$ cat src/include/ccd_map.svh
/*
 * Register indices, field positions and reset values of the clock
 * channel divider block.
 * Assumes a 32-bit bus where byte address = 4 * register index.
 */
`ifndef CCD_MAP_SVH
`define CCD_MAP_SVH

// register indices (byte address is four times the index)
`define CCD_IDX_CH0_CNT 10'h190
`define CCD_IDX_CH0_BYP 10'h191
`define CCD_IDX_CH0_DCC 10'h192
`define CCD_IDX_CH1_CNT 10'h196
`define CCD_IDX_CH1_BYP 10'h197
`define CCD_IDX_CH1_DCC 10'h198
`define CCD_IDX_CH2_CNT1 10'h199
`define CCD_IDX_CH2_CNT2 10'h19b
`define CCD_IDX_CH2_BYP 10'h19c
`define CCD_IDX_CH2_DCC 10'h19d
`define CCD_IDX_CH3_CNT1 10'h19e
`define CCD_IDX_CH3_CNT2 10'h1a0
`define CCD_IDX_CH3_BYP 10'h1a1
`define CCD_IDX_CH3_DCC 10'h1a2
`define CCD_IDX_PRESCALE 10'h1e0
`define CCD_IDX_SOURCE 10'h1e1
`define CCD_IDX_STATUS 10'h1e2
`define CCD_IDX_SYNC 10'h1e3

// storage slots of the writable registers
`define CCD_SLOT_CH0_CNT 4'h0
`define CCD_SLOT_CH0_BYP 4'h1
`define CCD_SLOT_CH0_DCC 4'h2
`define CCD_SLOT_CH1_CNT 4'h3
`define CCD_SLOT_CH1_BYP 4'h4
`define CCD_SLOT_CH1_DCC 4'h5
`define CCD_SLOT_CH2_CNT1 4'h6
`define CCD_SLOT_CH2_CNT2 4'h7
`define CCD_SLOT_CH2_BYP 4'h8
`define CCD_SLOT_CH2_DCC 4'h9
`define CCD_SLOT_CH3_CNT1 4'ha
`define CCD_SLOT_CH3_CNT2 4'hb
`define CCD_SLOT_CH3_BYP 4'hc
`define CCD_SLOT_CH3_DCC 4'hd
`define CCD_SLOT_PRESCALE 4'he
`define CCD_SLOT_SOURCE 4'hf

// field positions
`define CCD_HIGH_LSB 0
`define CCD_LOW_LSB 4
`define CCD_BYP_BIT 7
`define CCD_BEGIN_BIT 4
`define CCD_DLY_LSB 0
`define CCD_BYP1_BIT 4
`define CCD_BYP2_BIT 5
`define CCD_DCC_DIS_BIT 0
`define CCD_SYNC_BIT 0

// reset values and prescaler ratio limits
`define CCD_RST_PRESCALE 8'h02
`define CCD_RST_SOURCE 8'h02
`define CCD_RST_OTHER 8'h00
`define CCD_PRE_MIN 3'h2
`define CCD_PRE_MAX 3'h6

`endif

$ cat src/include/ccd_pkg.sv
/*
 * Types shared by the clock channel divider modules.
 * Assumes ccd_map.svh supplies the numeric constants.
 */
package ccd_pkg;

  typedef enum logic [1:0] {
    SRC_EXT_PRE,
    SRC_EXT_DIRECT,
    SRC_OSC_PRE,
    SRC_ILLEGAL
  } ccd_src_t;

  typedef enum {
    PH_WAIT,
    PH_HIGH,
    PH_LOW
  } ccd_phase_t;

  typedef logic [7:0] ccd_byte_t;

endpackage : ccd_pkg

$ cat src/hdl/ccd_stage.sv
/*
 * One high/low count divider stage working on edge events of its
 * input clock, with bypass, coarse delay and duty fix.
 * Assumes input events are one-cycle pulses from the same clock.
 */
`timescale 1ns/1ps
module ccd_stage import ccd_pkg::*; (
  // clock and reset
  input wire logic clk_i,
  input wire logic srst_i,
  // divider input clock as level and edge events
  input wire logic in_lvl_i,
  input wire logic in_rise_i,
  input wire logic in_fall_i,
  // settings; sync_i loads phase_i, the others are used as they stand
  input wire logic sync_i,
  input wire logic bypass_i,
  input wire logic dcc_dis_i,
  input wire logic [3:0] high_cnt_i,
  input wire logic [3:0] low_cnt_i,
  input wire logic [4:0] phase_i,
  // divided clock
  output logic out_o,
  output logic rise_o,
  output logic fall_o
);

  ccd_phase_t ph_q;
  logic [3:0] cnt_q;
  logic [5:0] dly_q;
  logic fall_pend_q;
  logic prev_q;
  logic odd_ratio;
  logic [5:0] dly_v;

  assign odd_ratio = high_cnt_i[0] ^ low_cnt_i[0];
  assign dly_v = phase_i[4] ?
    {2'h0, phase_i[3:0]} + {2'h0, low_cnt_i} + 6'h01 :
    {2'h0, phase_i[3:0]};

  always_ff @(posedge clk_i) begin
    if (srst_i) begin
      out_o <= 1'b0;
      ph_q <= PH_WAIT;
      cnt_q <= 4'h0;
      dly_q <= 6'h00;
      fall_pend_q <= 1'b0;
    end else if (sync_i) begin
      out_o <= phase_i[4];
      ph_q <= PH_WAIT;
      dly_q <= dly_v;
      cnt_q <= 4'h0;
      fall_pend_q <= 1'b0;
    end else if (bypass_i) begin
      out_o <= in_lvl_i;
      ph_q <= PH_WAIT;
      dly_q <= 6'h00;
      fall_pend_q <= 1'b0;
    end else begin
      if (fall_pend_q && in_fall_i) begin
        out_o <= 1'b0;
        fall_pend_q <= 1'b0;
      end
      if (in_rise_i) begin
        case (ph_q)
          PH_WAIT: begin
            if (dly_q != 6'h00) begin
              dly_q <= dly_q - 6'h01;
            end else begin
              out_o <= 1'b1;
              cnt_q <= high_cnt_i;
              ph_q <= PH_HIGH;
            end
          end
          PH_HIGH: begin
            if (cnt_q == 4'h0) begin
              cnt_q <= low_cnt_i;
              ph_q <= PH_LOW;
              if (!dcc_dis_i && odd_ratio) begin
                fall_pend_q <= 1'b1;
              end else begin
                out_o <= 1'b0;
              end
            end else begin
              cnt_q <= cnt_q - 4'h1;
            end
          end
          PH_LOW: begin
            // ratio high plus low plus two
            if (cnt_q == 4'h0) begin
              out_o <= 1'b1;
              fall_pend_q <= 1'b0;
              cnt_q <= high_cnt_i;
              ph_q <= PH_HIGH;
            end else begin
              cnt_q <= cnt_q - 4'h1;
            end
          end
          default: begin
            ph_q <= PH_WAIT;
          end
        endcase
      end
    end
  end

  always_ff @(posedge clk_i) begin
    if (srst_i) begin
      prev_q <= 1'b0;
    end else begin
      prev_q <= out_o;
    end
  end

  assign rise_o = out_o & ~prev_q;
  assign fall_o = ~out_o & prev_q;

endmodule : ccd_stage

$ cat src/hdl/ccd_top.sv
/*
 * Clock channel divider: source select, prescaler, two single-stage
 * channels with coarse delay and two two-stage channels, behind an
 * Avalon-MM slave with waitrequest.
 * Assumes source clocks far below CLK_I; they arrive as pins and are
 * sampled, so every output edge lands on a CLK_I edge.
 */
//
// How it works
// - output ratio is prescale times channel
// - prescaler ratio field selects two to six
// - high count plus one, low count plus one
// - channel ratio is high plus low plus two
// - bypass bit divides by one, stage idle
// - dividers count the routed input clock
// - duty fix on by default, per-channel disable
// - raw duty is high count share of ratio
// - bypassed channel shows prescaler duty
// - fix stretches odd prescaler high by the source high time
// - fix on odd channel stretches by the input high time
// - direct path passes input duty, prescaler fix unused
// - direct routes keep source duty
// - mixed channels cascade two dividers
// - single-stage channels have coarse delay
// - begin flag adds low count plus one to delay
// - two-bit source code picks clock path
`timescale 1ns/1ps
`include "ccd_map.svh"
module ccd_top import ccd_pkg::*; (
  // clock and reset
  input wire logic CLK_I,
  input wire logic SRST_I,
  // source clock pins
  input wire logic EXT_CLK_I,
  input wire logic OSC_CLK_I,
  // avalon-mm slave
  input wire logic [11:0] AVS_ADDRESS_I,
  input wire logic AVS_READ_I,
  input wire logic AVS_WRITE_I,
  input wire logic [31:0] AVS_WRITEDATA_I,
  input wire logic [3:0] AVS_BYTEENABLE_I,
  output logic [31:0] AVS_READDATA_O,
  output logic AVS_WAITREQUEST_O,
  // divided clocks
  output logic [1:0] DIFFERENTIAL_OUTPUTS_O,
  output logic [1:0] MIXED_OUTPUTS_O
);

  ////////////////////////////////////////////////////////////////////
  // pin sampling: three flops, a change counts when 2nd and 3rd agree

  logic [1:0] pin_in;
  logic [1:0] pin_s1_q;
  logic [1:0] pin_s2_q;
  logic [1:0] pin_s3_q;
  logic [1:0] pin_lvl_q;
  logic [1:0] pin_rise;
  logic [1:0] pin_fall;

  assign pin_in = {OSC_CLK_I, EXT_CLK_I};

  always_ff @(posedge CLK_I) begin
    if (SRST_I) begin
      pin_s1_q <= 2'h0;
      pin_s2_q <= 2'h0;
      pin_s3_q <= 2'h0;
    end else begin
      pin_s1_q <= pin_in;
      pin_s2_q <= pin_s1_q;
      pin_s3_q <= pin_s2_q;
    end
  end

  genvar gp;
  generate
    for (gp = 0; gp < 2; gp++) begin : g_pin
      always_ff @(posedge CLK_I) begin
        if (SRST_I) begin
          pin_lvl_q[gp] <= 1'b0;
        end else if (pin_s2_q[gp] == pin_s3_q[gp]) begin
          pin_lvl_q[gp] <= pin_s3_q[gp];
        end
      end
      assign pin_rise[gp] = (pin_s2_q[gp] == pin_s3_q[gp]) &
        pin_s3_q[gp] & ~pin_lvl_q[gp];
      assign pin_fall[gp] = (pin_s2_q[gp] == pin_s3_q[gp]) &
        ~pin_s3_q[gp] & pin_lvl_q[gp];
    end
  endgenerate

  ////////////////////////////////////////////////////////////////////
  // register file: programmed values and the copy in use

  ccd_byte_t reg_q [0:15];
  ccd_byte_t act_q [0:15];
  logic sync_req_q;
  logic sync_go_q;
  logic ack_q;
  logic req;
  logic [9:0] idx;
  logic slot_hit;
  logic [3:0] slot;
  logic wr_take;
  logic src_bad;

  assign idx = AVS_ADDRESS_I[11:2];

  always_comb begin
    slot_hit = 1'b1;
    case (idx)
      `CCD_IDX_CH0_CNT: slot = `CCD_SLOT_CH0_CNT;
      `CCD_IDX_CH0_BYP: slot = `CCD_SLOT_CH0_BYP;
      `CCD_IDX_CH0_DCC: slot = `CCD_SLOT_CH0_DCC;
      `CCD_IDX_CH1_CNT: slot = `CCD_SLOT_CH1_CNT;
      `CCD_IDX_CH1_BYP: slot = `CCD_SLOT_CH1_BYP;
      `CCD_IDX_CH1_DCC: slot = `CCD_SLOT_CH1_DCC;
      `CCD_IDX_CH2_CNT1: slot = `CCD_SLOT_CH2_CNT1;
      `CCD_IDX_CH2_CNT2: slot = `CCD_SLOT_CH2_CNT2;
      `CCD_IDX_CH2_BYP: slot = `CCD_SLOT_CH2_BYP;
      `CCD_IDX_CH2_DCC: slot = `CCD_SLOT_CH2_DCC;
      `CCD_IDX_CH3_CNT1: slot = `CCD_SLOT_CH3_CNT1;
      `CCD_IDX_CH3_CNT2: slot = `CCD_SLOT_CH3_CNT2;
      `CCD_IDX_CH3_BYP: slot = `CCD_SLOT_CH3_BYP;
      `CCD_IDX_CH3_DCC: slot = `CCD_SLOT_CH3_DCC;
      `CCD_IDX_PRESCALE: slot = `CCD_SLOT_PRESCALE;
      `CCD_IDX_SOURCE: slot = `CCD_SLOT_SOURCE;
      default: begin
        slot = 4'h0;
        slot_hit = 1'b0;
      end
    endcase
  end

  // one wait state: request seen, answered on the next edge
  assign req = AVS_READ_I | AVS_WRITE_I;
  assign AVS_WAITREQUEST_O = req & ~ack_q;
  assign wr_take = AVS_WRITE_I & ack_q & AVS_BYTEENABLE_I[0];

  always_ff @(posedge CLK_I) begin
    if (SRST_I) begin
      ack_q <= 1'b0;
    end else begin
      ack_q <= req & ~ack_q;
    end
  end

  always_ff @(posedge CLK_I) begin
    if (SRST_I) begin
      for (int i = 0; i < 16; i++) begin
        reg_q[i] <= `CCD_RST_OTHER;
      end
      reg_q[`CCD_SLOT_PRESCALE] <= `CCD_RST_PRESCALE;
      reg_q[`CCD_SLOT_SOURCE] <= `CCD_RST_SOURCE;
    end else if (wr_take && slot_hit) begin
      reg_q[slot] <= AVS_WRITEDATA_I[7:0];
    end
  end

  always_ff @(posedge CLK_I) begin
    if (SRST_I) begin
      for (int i = 0; i < 16; i++) begin
        act_q[i] <= `CCD_RST_OTHER;
      end
      act_q[`CCD_SLOT_PRESCALE] <= `CCD_RST_PRESCALE;
      act_q[`CCD_SLOT_SOURCE] <= `CCD_RST_SOURCE;
    end else if (sync_req_q) begin
      for (int i = 0; i < 16; i++) begin
        act_q[i] <= reg_q[i];
      end
    end
  end

  // sync request, set wins over clear
  always_ff @(posedge CLK_I) begin
    if (SRST_I) begin
      sync_req_q <= 1'b1;
      sync_go_q <= 1'b0;
    end else begin
      sync_go_q <= sync_req_q;
      if (wr_take && idx == `CCD_IDX_SYNC &&
          AVS_WRITEDATA_I[`CCD_SYNC_BIT]) begin
        sync_req_q <= 1'b1;
      end else begin
        sync_req_q <= 1'b0;
      end
    end
  end

  always_ff @(posedge CLK_I) begin
    if (SRST_I) begin
      AVS_READDATA_O <= 32'h0000_0000;
    end else if (AVS_READ_I && !ack_q) begin
      if (slot_hit) begin
        AVS_READDATA_O <= {24'h00_0000, reg_q[slot]};
      end else if (idx == `CCD_IDX_STATUS) begin
        AVS_READDATA_O <= {26'h000_0000, src_bad,
          sync_req_q | sync_go_q, MIXED_OUTPUTS_O,
          DIFFERENTIAL_OUTPUTS_O};
      end else begin
        AVS_READDATA_O <= 32'h0000_0000;
      end
    end
  end

  ////////////////////////////////////////////////////////////////////
  // source select and prescaler settings

  ccd_src_t src;
  logic src_lvl;
  logic src_rise;
  logic src_fall;
  logic pre_bypass;
  logic [2:0] pre_ratio;
  logic [3:0] pre_high;
  logic [3:0] pre_low;

  assign src = ccd_src_t'(act_q[`CCD_SLOT_SOURCE][1:0]);
  always_comb begin
    src_bad = 1'b0;
    pre_bypass = 1'b0;
    case (src)
      SRC_EXT_PRE: begin
        src_lvl = pin_lvl_q[0];
        src_rise = pin_rise[0];
        src_fall = pin_fall[0];
      end
      SRC_EXT_DIRECT: begin
        src_lvl = pin_lvl_q[0];
        src_rise = pin_rise[0];
        src_fall = pin_fall[0];
        pre_bypass = 1'b1;
      end
      SRC_OSC_PRE: begin
        src_lvl = pin_lvl_q[1];
        src_rise = pin_rise[1];
        src_fall = pin_fall[1];
      end
      default: begin
        // illegal code: no clock reaches the dividers
        src_lvl = 1'b0;
        src_rise = 1'b0;
        src_fall = 1'b0;
        src_bad = 1'b1;
      end
    endcase
  end

  // ratio two to six, others read as two
  assign pre_ratio =
    (act_q[`CCD_SLOT_PRESCALE][2:0] < `CCD_PRE_MIN ||
     act_q[`CCD_SLOT_PRESCALE][2:0] > `CCD_PRE_MAX) ?
    `CCD_PRE_MIN : act_q[`CCD_SLOT_PRESCALE][2:0];
  assign pre_high = {2'h0, pre_ratio[2:1]} - 4'h1;
  assign pre_low = {1'b0, pre_ratio} - {2'h0, pre_ratio[2:1]} - 4'h1;

  ////////////////////////////////////////////////////////////////////
  // channels; each has its own prescaler copy so that its own duty
  // fix bit governs the odd prescaler stretch, all reset by one sync

  logic [3:0] pre_out;
  logic [3:0] pre_rise;
  logic [3:0] pre_fall;
  logic [3:0] ch_dcc_dis;
  logic [1:0] s1_out;
  logic [1:0] s1_rise;
  logic [1:0] s1_fall;

  assign ch_dcc_dis = {act_q[`CCD_SLOT_CH3_DCC][`CCD_DCC_DIS_BIT],
    act_q[`CCD_SLOT_CH2_DCC][`CCD_DCC_DIS_BIT],
    act_q[`CCD_SLOT_CH1_DCC][`CCD_DCC_DIS_BIT],
    act_q[`CCD_SLOT_CH0_DCC][`CCD_DCC_DIS_BIT]};

  genvar gc;
  generate
    for (gc = 0; gc < 4; gc++) begin : g_pre
      ccd_stage u_pre (
        .clk_i(CLK_I),
        .srst_i(SRST_I),
        .in_lvl_i(src_lvl),
        .in_rise_i(src_rise),
        .in_fall_i(src_fall),
        .sync_i(sync_go_q),
        .bypass_i(pre_bypass),
        .dcc_dis_i(ch_dcc_dis[gc]),
        .high_cnt_i(pre_high),
        .low_cnt_i(pre_low),
        .phase_i(5'h00),
        .out_o(pre_out[gc]),
        .rise_o(pre_rise[gc]),
        .fall_o(pre_fall[gc])
      );
    end
  endgenerate

  ccd_stage u_ch0 (
    .clk_i(CLK_I),
    .srst_i(SRST_I),
    .in_lvl_i(pre_out[0]),
    .in_rise_i(pre_rise[0]),
    .in_fall_i(pre_fall[0]),
    .sync_i(sync_go_q),
    .bypass_i(act_q[`CCD_SLOT_CH0_BYP][`CCD_BYP_BIT]),
    .dcc_dis_i(ch_dcc_dis[0]),
    .high_cnt_i(act_q[`CCD_SLOT_CH0_CNT][`CCD_HIGH_LSB+:4]),
    .low_cnt_i(act_q[`CCD_SLOT_CH0_CNT][`CCD_LOW_LSB+:4]),
    .phase_i({act_q[`CCD_SLOT_CH0_BYP][`CCD_BEGIN_BIT],
      act_q[`CCD_SLOT_CH0_BYP][`CCD_DLY_LSB+:4]}),
    .out_o(DIFFERENTIAL_OUTPUTS_O[0]),
    .rise_o(),
    .fall_o()
  );

  ccd_stage u_ch1 (
    .clk_i(CLK_I),
    .srst_i(SRST_I),
    .in_lvl_i(pre_out[1]),
    .in_rise_i(pre_rise[1]),
    .in_fall_i(pre_fall[1]),
    .sync_i(sync_go_q),
    .bypass_i(act_q[`CCD_SLOT_CH1_BYP][`CCD_BYP_BIT]),
    .dcc_dis_i(ch_dcc_dis[1]),
    .high_cnt_i(act_q[`CCD_SLOT_CH1_CNT][`CCD_HIGH_LSB+:4]),
    .low_cnt_i(act_q[`CCD_SLOT_CH1_CNT][`CCD_LOW_LSB+:4]),
    .phase_i({act_q[`CCD_SLOT_CH1_BYP][`CCD_BEGIN_BIT],
      act_q[`CCD_SLOT_CH1_BYP][`CCD_DLY_LSB+:4]}),
    .out_o(DIFFERENTIAL_OUTPUTS_O[1]),
    .rise_o(),
    .fall_o()
  );

  // two cascaded stages per mixed channel
  generate
    for (gc = 0; gc < 2; gc++) begin : g_mix
      localparam logic [3:0] SC1 =
        gc == 0 ? `CCD_SLOT_CH2_CNT1 : `CCD_SLOT_CH3_CNT1;
      localparam logic [3:0] SC2 =
        gc == 0 ? `CCD_SLOT_CH2_CNT2 : `CCD_SLOT_CH3_CNT2;
      localparam logic [3:0] SBY =
        gc == 0 ? `CCD_SLOT_CH2_BYP : `CCD_SLOT_CH3_BYP;

      ccd_stage u_first (
        .clk_i(CLK_I),
        .srst_i(SRST_I),
        .in_lvl_i(pre_out[gc+2]),
        .in_rise_i(pre_rise[gc+2]),
        .in_fall_i(pre_fall[gc+2]),
        .sync_i(sync_go_q),
        .bypass_i(act_q[SBY][`CCD_BYP1_BIT]),
        .dcc_dis_i(ch_dcc_dis[gc+2]),
        .high_cnt_i(act_q[SC1][`CCD_HIGH_LSB+:4]),
        .low_cnt_i(act_q[SC1][`CCD_LOW_LSB+:4]),
        .phase_i(5'h00),
        .out_o(s1_out[gc]),
        .rise_o(s1_rise[gc]),
        .fall_o(s1_fall[gc])
      );

      ccd_stage u_second (
        .clk_i(CLK_I),
        .srst_i(SRST_I),
        .in_lvl_i(s1_out[gc]),
        .in_rise_i(s1_rise[gc]),
        .in_fall_i(s1_fall[gc]),
        .sync_i(sync_go_q),
        .bypass_i(act_q[SBY][`CCD_BYP2_BIT]),
        .dcc_dis_i(ch_dcc_dis[gc+2]),
        .high_cnt_i(act_q[SC2][`CCD_HIGH_LSB+:4]),
        .low_cnt_i(act_q[SC2][`CCD_LOW_LSB+:4]),
        .phase_i(5'h00),
        .out_o(MIXED_OUTPUTS_O[gc]),
        .rise_o(),
        .fall_o()
      );
    end
  endgenerate

endmodule : ccd_top

$ cat config.mk
export PLATFORM = sky130hd
export DESIGN_NAME = ccd_top
export DESIGN_NICKNAME = d
export VERILOG_FILES = /design/src/include/ccd_pkg.sv /design/src/hdl/ccd_stage.sv /design/src/hdl/ccd_top.sv
export VERILOG_INCLUDE_DIRS = /design/src /design/src/include
export SDC_FILE = /design/constraint.sdc
export NUM_CORES = 1
export LEC_CHECK = 0
export BUFFER_PORTS_ARGS = -buffer_cell sky130_fd_sc_hd__buf_4
export CAP_MARGIN = 40
export CORE_MARGIN = 2
export CORE_UTILIZATION = 40
export DETAILED_ROUTE_END_ITERATION = 7
export GPL_TIMING_DRIVEN = 0
export PLACE_DENSITY_LB_ADDON = 0.15
export RECOVER_POWER = 100
export SETUP_SLACK_MARGIN = 0.05
export SYNTH_ARGS = -nofsm -noshare
export SYNTH_HDL_FRONTEND = slang
export SYNTH_HIERARCHICAL = 1
export SYNTH_SLANG_ARGS = --single-unit
$ cat constraint.sdc
create_clock -name CLK_I -period 5.3 [get_ports CLK_I]
set_input_delay 1.325 -clock CLK_I [delete_from_list [all_inputs] [get_ports CLK_I]]
set_output_delay 1.325 -clock CLK_I [all_outputs]
set_load 0.005 [all_outputs]
==> flow_metrics.tcl <==
set metrics [dict create \
    post_cts_buffers 0 \
    period_share 0.9397 \
    drive_above_1_share 0.1192 \
    max_stage_delay_ns 0.74 \
    fillerInstances 5914 \
    clkSlewWorstSetupHoldPaths_ns 0.06 \
    finalClockSkew_ns 0.04567 \
    syn-cell-area_um2 24190 \
    area_delta_synth_final_pct 13.32 \
    tightestPinTransition_ns 2.495 \
    nNetsFinal 2959 \
    ctsResizeCount 0 \
    cts_buffers 46 \
    wl_per_cell_um 20.52 \
    synth_cells 2567 \
    fp.coreArea_um2 60130 \
    die_w_um 249.9 \
    cp_data_required_time_ns 5.59 \
    io_buffers 36 \
    rsz0062_at_grt "no" \
    dp_hpwl_um 54190 \
    start_kind "input port" \
    drt_iter0_drc 1694 \
    status "complete, but fails checks" \
    via_per_inst 5.811 \
    cp_max_fo 10 \
    finalCoreUtilization 0.4560 \
    postRouteAntennaNets 0 \
    grt_overflow 0 \
    boundaryPins 91 \
    fin_hold_ws_ns 0.4620 \
    path_class "in2reg" \
    place_congestion 0.9529 \
    drt_first_pass_iters 5 \
    antenna_found_initial 2 \
    setup_viol 0 \
    grt_usage 0.2314 \
    arrival_ns 5.27 \
    grt_max_degree 38 \
    antenna_cells 0 \
    die_h_um 249.9 \
    rows 90 \
    worst_setup_path_end_kind "flip-flop" \
    yosysWarnings 6 \
    cts_max_level 2 \
    worstPathCellList "clkbuf_1 > nor4bb_1 > clkbuf_1 > a22oi_1 > o32ai_1 > nor2_2 > buf_2 > nand3_1 > clkbuf_1 > o21ai_0 > clkbuf_1" \
    numClockSinks 366 \
    violations "capacitance limit, slew limit" \
    cts_buffer_depth 3 \
    totalWireLength_um 73570 \
    slowest_stage "nor2_2" \
    start_util 0.4024 \
    grt_pass1_wl_um 115100 \
    finalHoldViolCount 0 \
    clock_latency_ns 0.63 \
    p_per_area_nw_per_um2 273.9 \
    drv_cap 1 \
    path_common_cell "clkbuf_1" \
    die_area_um2 62470 \
    avgSynthCellArea_um2 9.425 \
    drv_slew 27 \
    cts_root_buffer "clkbuf_16" \
    cts_tree "built" \
    maxSlewHeadroom -0.6634 \
    min-delay-path-class "reg2reg" \
    cts-hold-fix-buffers 0 \
    period_needed_ns 4.980 \
    ir_drop_mv 0.2485 \
    num_vias 20830 \
    max_freq_mhz 200.8 \
    leakagePower_nw 10.27 \
    grt_pass1_vias 20310 \
    drc 0 \
]
[critical path: cells and delay by family]
family                 cells  cell delay [ns]
AO/OA/AOI/OAI              3             1.32
AND/OR/NAND/NOR            3             1.11
buffers and inverters      5             1.50
[through the flow]
step / power (mW) / setup TNS, ns / instances / area [µm²] / setup WS, ns
finish: 7.510 / 0 / 3585 / 27420 / 0.3197
global route: 7.815 / 0 / 3585 / 27420 / 0.2501
CTS: 7.578 / 0 / 3585 / 27500 / 0.6151
detailed placement: 4.305 / -0.1365 / 3500 / 25940 / -0.02740
global placement: 4.276 / -7.410 / 3480 / 25800 / -0.2207
floorplan: 3.990 / 0 / 2662 / 24550 / 1.131
[area by class of cell]
| cell class | instances | area (µm²) | area share |
|---|---|---|---|
| inverters | 139 | 521.8 | 0.01903 |
| clock buffers | 55 | 1216 | 0.04436 |
| repair buffers | 56 | 371.6 | 0.01355 |
| multi-input cells | 2022 | 14170 | 0.5170 |
| flip-flops and latches | 366 | 9180 | 0.3348 |
| well taps | 782 | 978.4 | 0.03569 |
| plain buffers | 135 | 638.1 | 0.02327 |
| clock inverters | 30 | 336.6 | 0.01228 |
[flip-flops by register name, indices dropped and copies added (netlist names), 12 cells and up]
register and cells:
act_q 73, g_mix.u_first/dly_q 12, g_pre.u_pre/dly_q 24, g_pre.u_pre/cnt_q 16, g_mix.u_second/dly_q 12, reg_q 128
[per-layer routing]
metal,global-route usage,up-vias,share of wire
met2,0.3846,642,0.46
met5,0,-,0.00014
met1,0.3107,10180,0.45
met3,0.02972,150,0.054
met4,0.07784,2,0.033
li1,-,9864,-
[where the power goes]
group          internal, mW  switching (mW)
registers              3.09           0.123
logic                 0.420           0.642
clock network          1.90            1.34
[cell usage in the layout (no fill, tap or decap), types with 20 or more instances in the layout]
cell       count
a211oi_1      27
a21o_1        38
a21oi_1       76
a221oi_1      25
a311oi_1      34
a31oi_1       32
a32oi_1       33
and2_0       109
and2_1        59
buf_4         49
clkbuf_1     113
clkbuf_16     47
conb_1        96
dfxtp_1      180
edfxtp_1     185
ha_1         128
inv_1        139
mux2_2        34
mux2i_1       41
nand2_1      203
nand2b_1      59
nand3_1       50
nand4_1       23
nor2_1       147
nor2b_1       85
nor3_1        91
nor3b_1       20
nor4_1        31
o2111ai_1     20
o21ai_0       95
o21bai_1      20
or2_2         20
xnor2_1       22
[final timing paths]
| check | startpoint | to | slack [ns] | cells after the start |
|---|---|---|---|---|
| setup reg to reg | act_q[7][1]$_DFFE_PP_ | g_pre[1].u_pre/cnt_q[2]$_SDFFE_PP0P_ | 1.97 | 10 |
| hold / removal | pin_s1_q[1]$_SDFF_PP0_ | pin_s2_q[1]$_SDFF_PP0_ | 0.46 | 1 |
| hold reg to reg | pin_s1_q[1]$_SDFF_PP0_ | pin_s2_q[1]$_SDFF_PP0_ | 0.46 | 1 |
| setup / recovery | AVS_ADDRESS_I[9] | reg_q[4][5]$_SDFFCE_PN0P_ | 0.32 | 11 |
(Power assumes the default switching activity.)
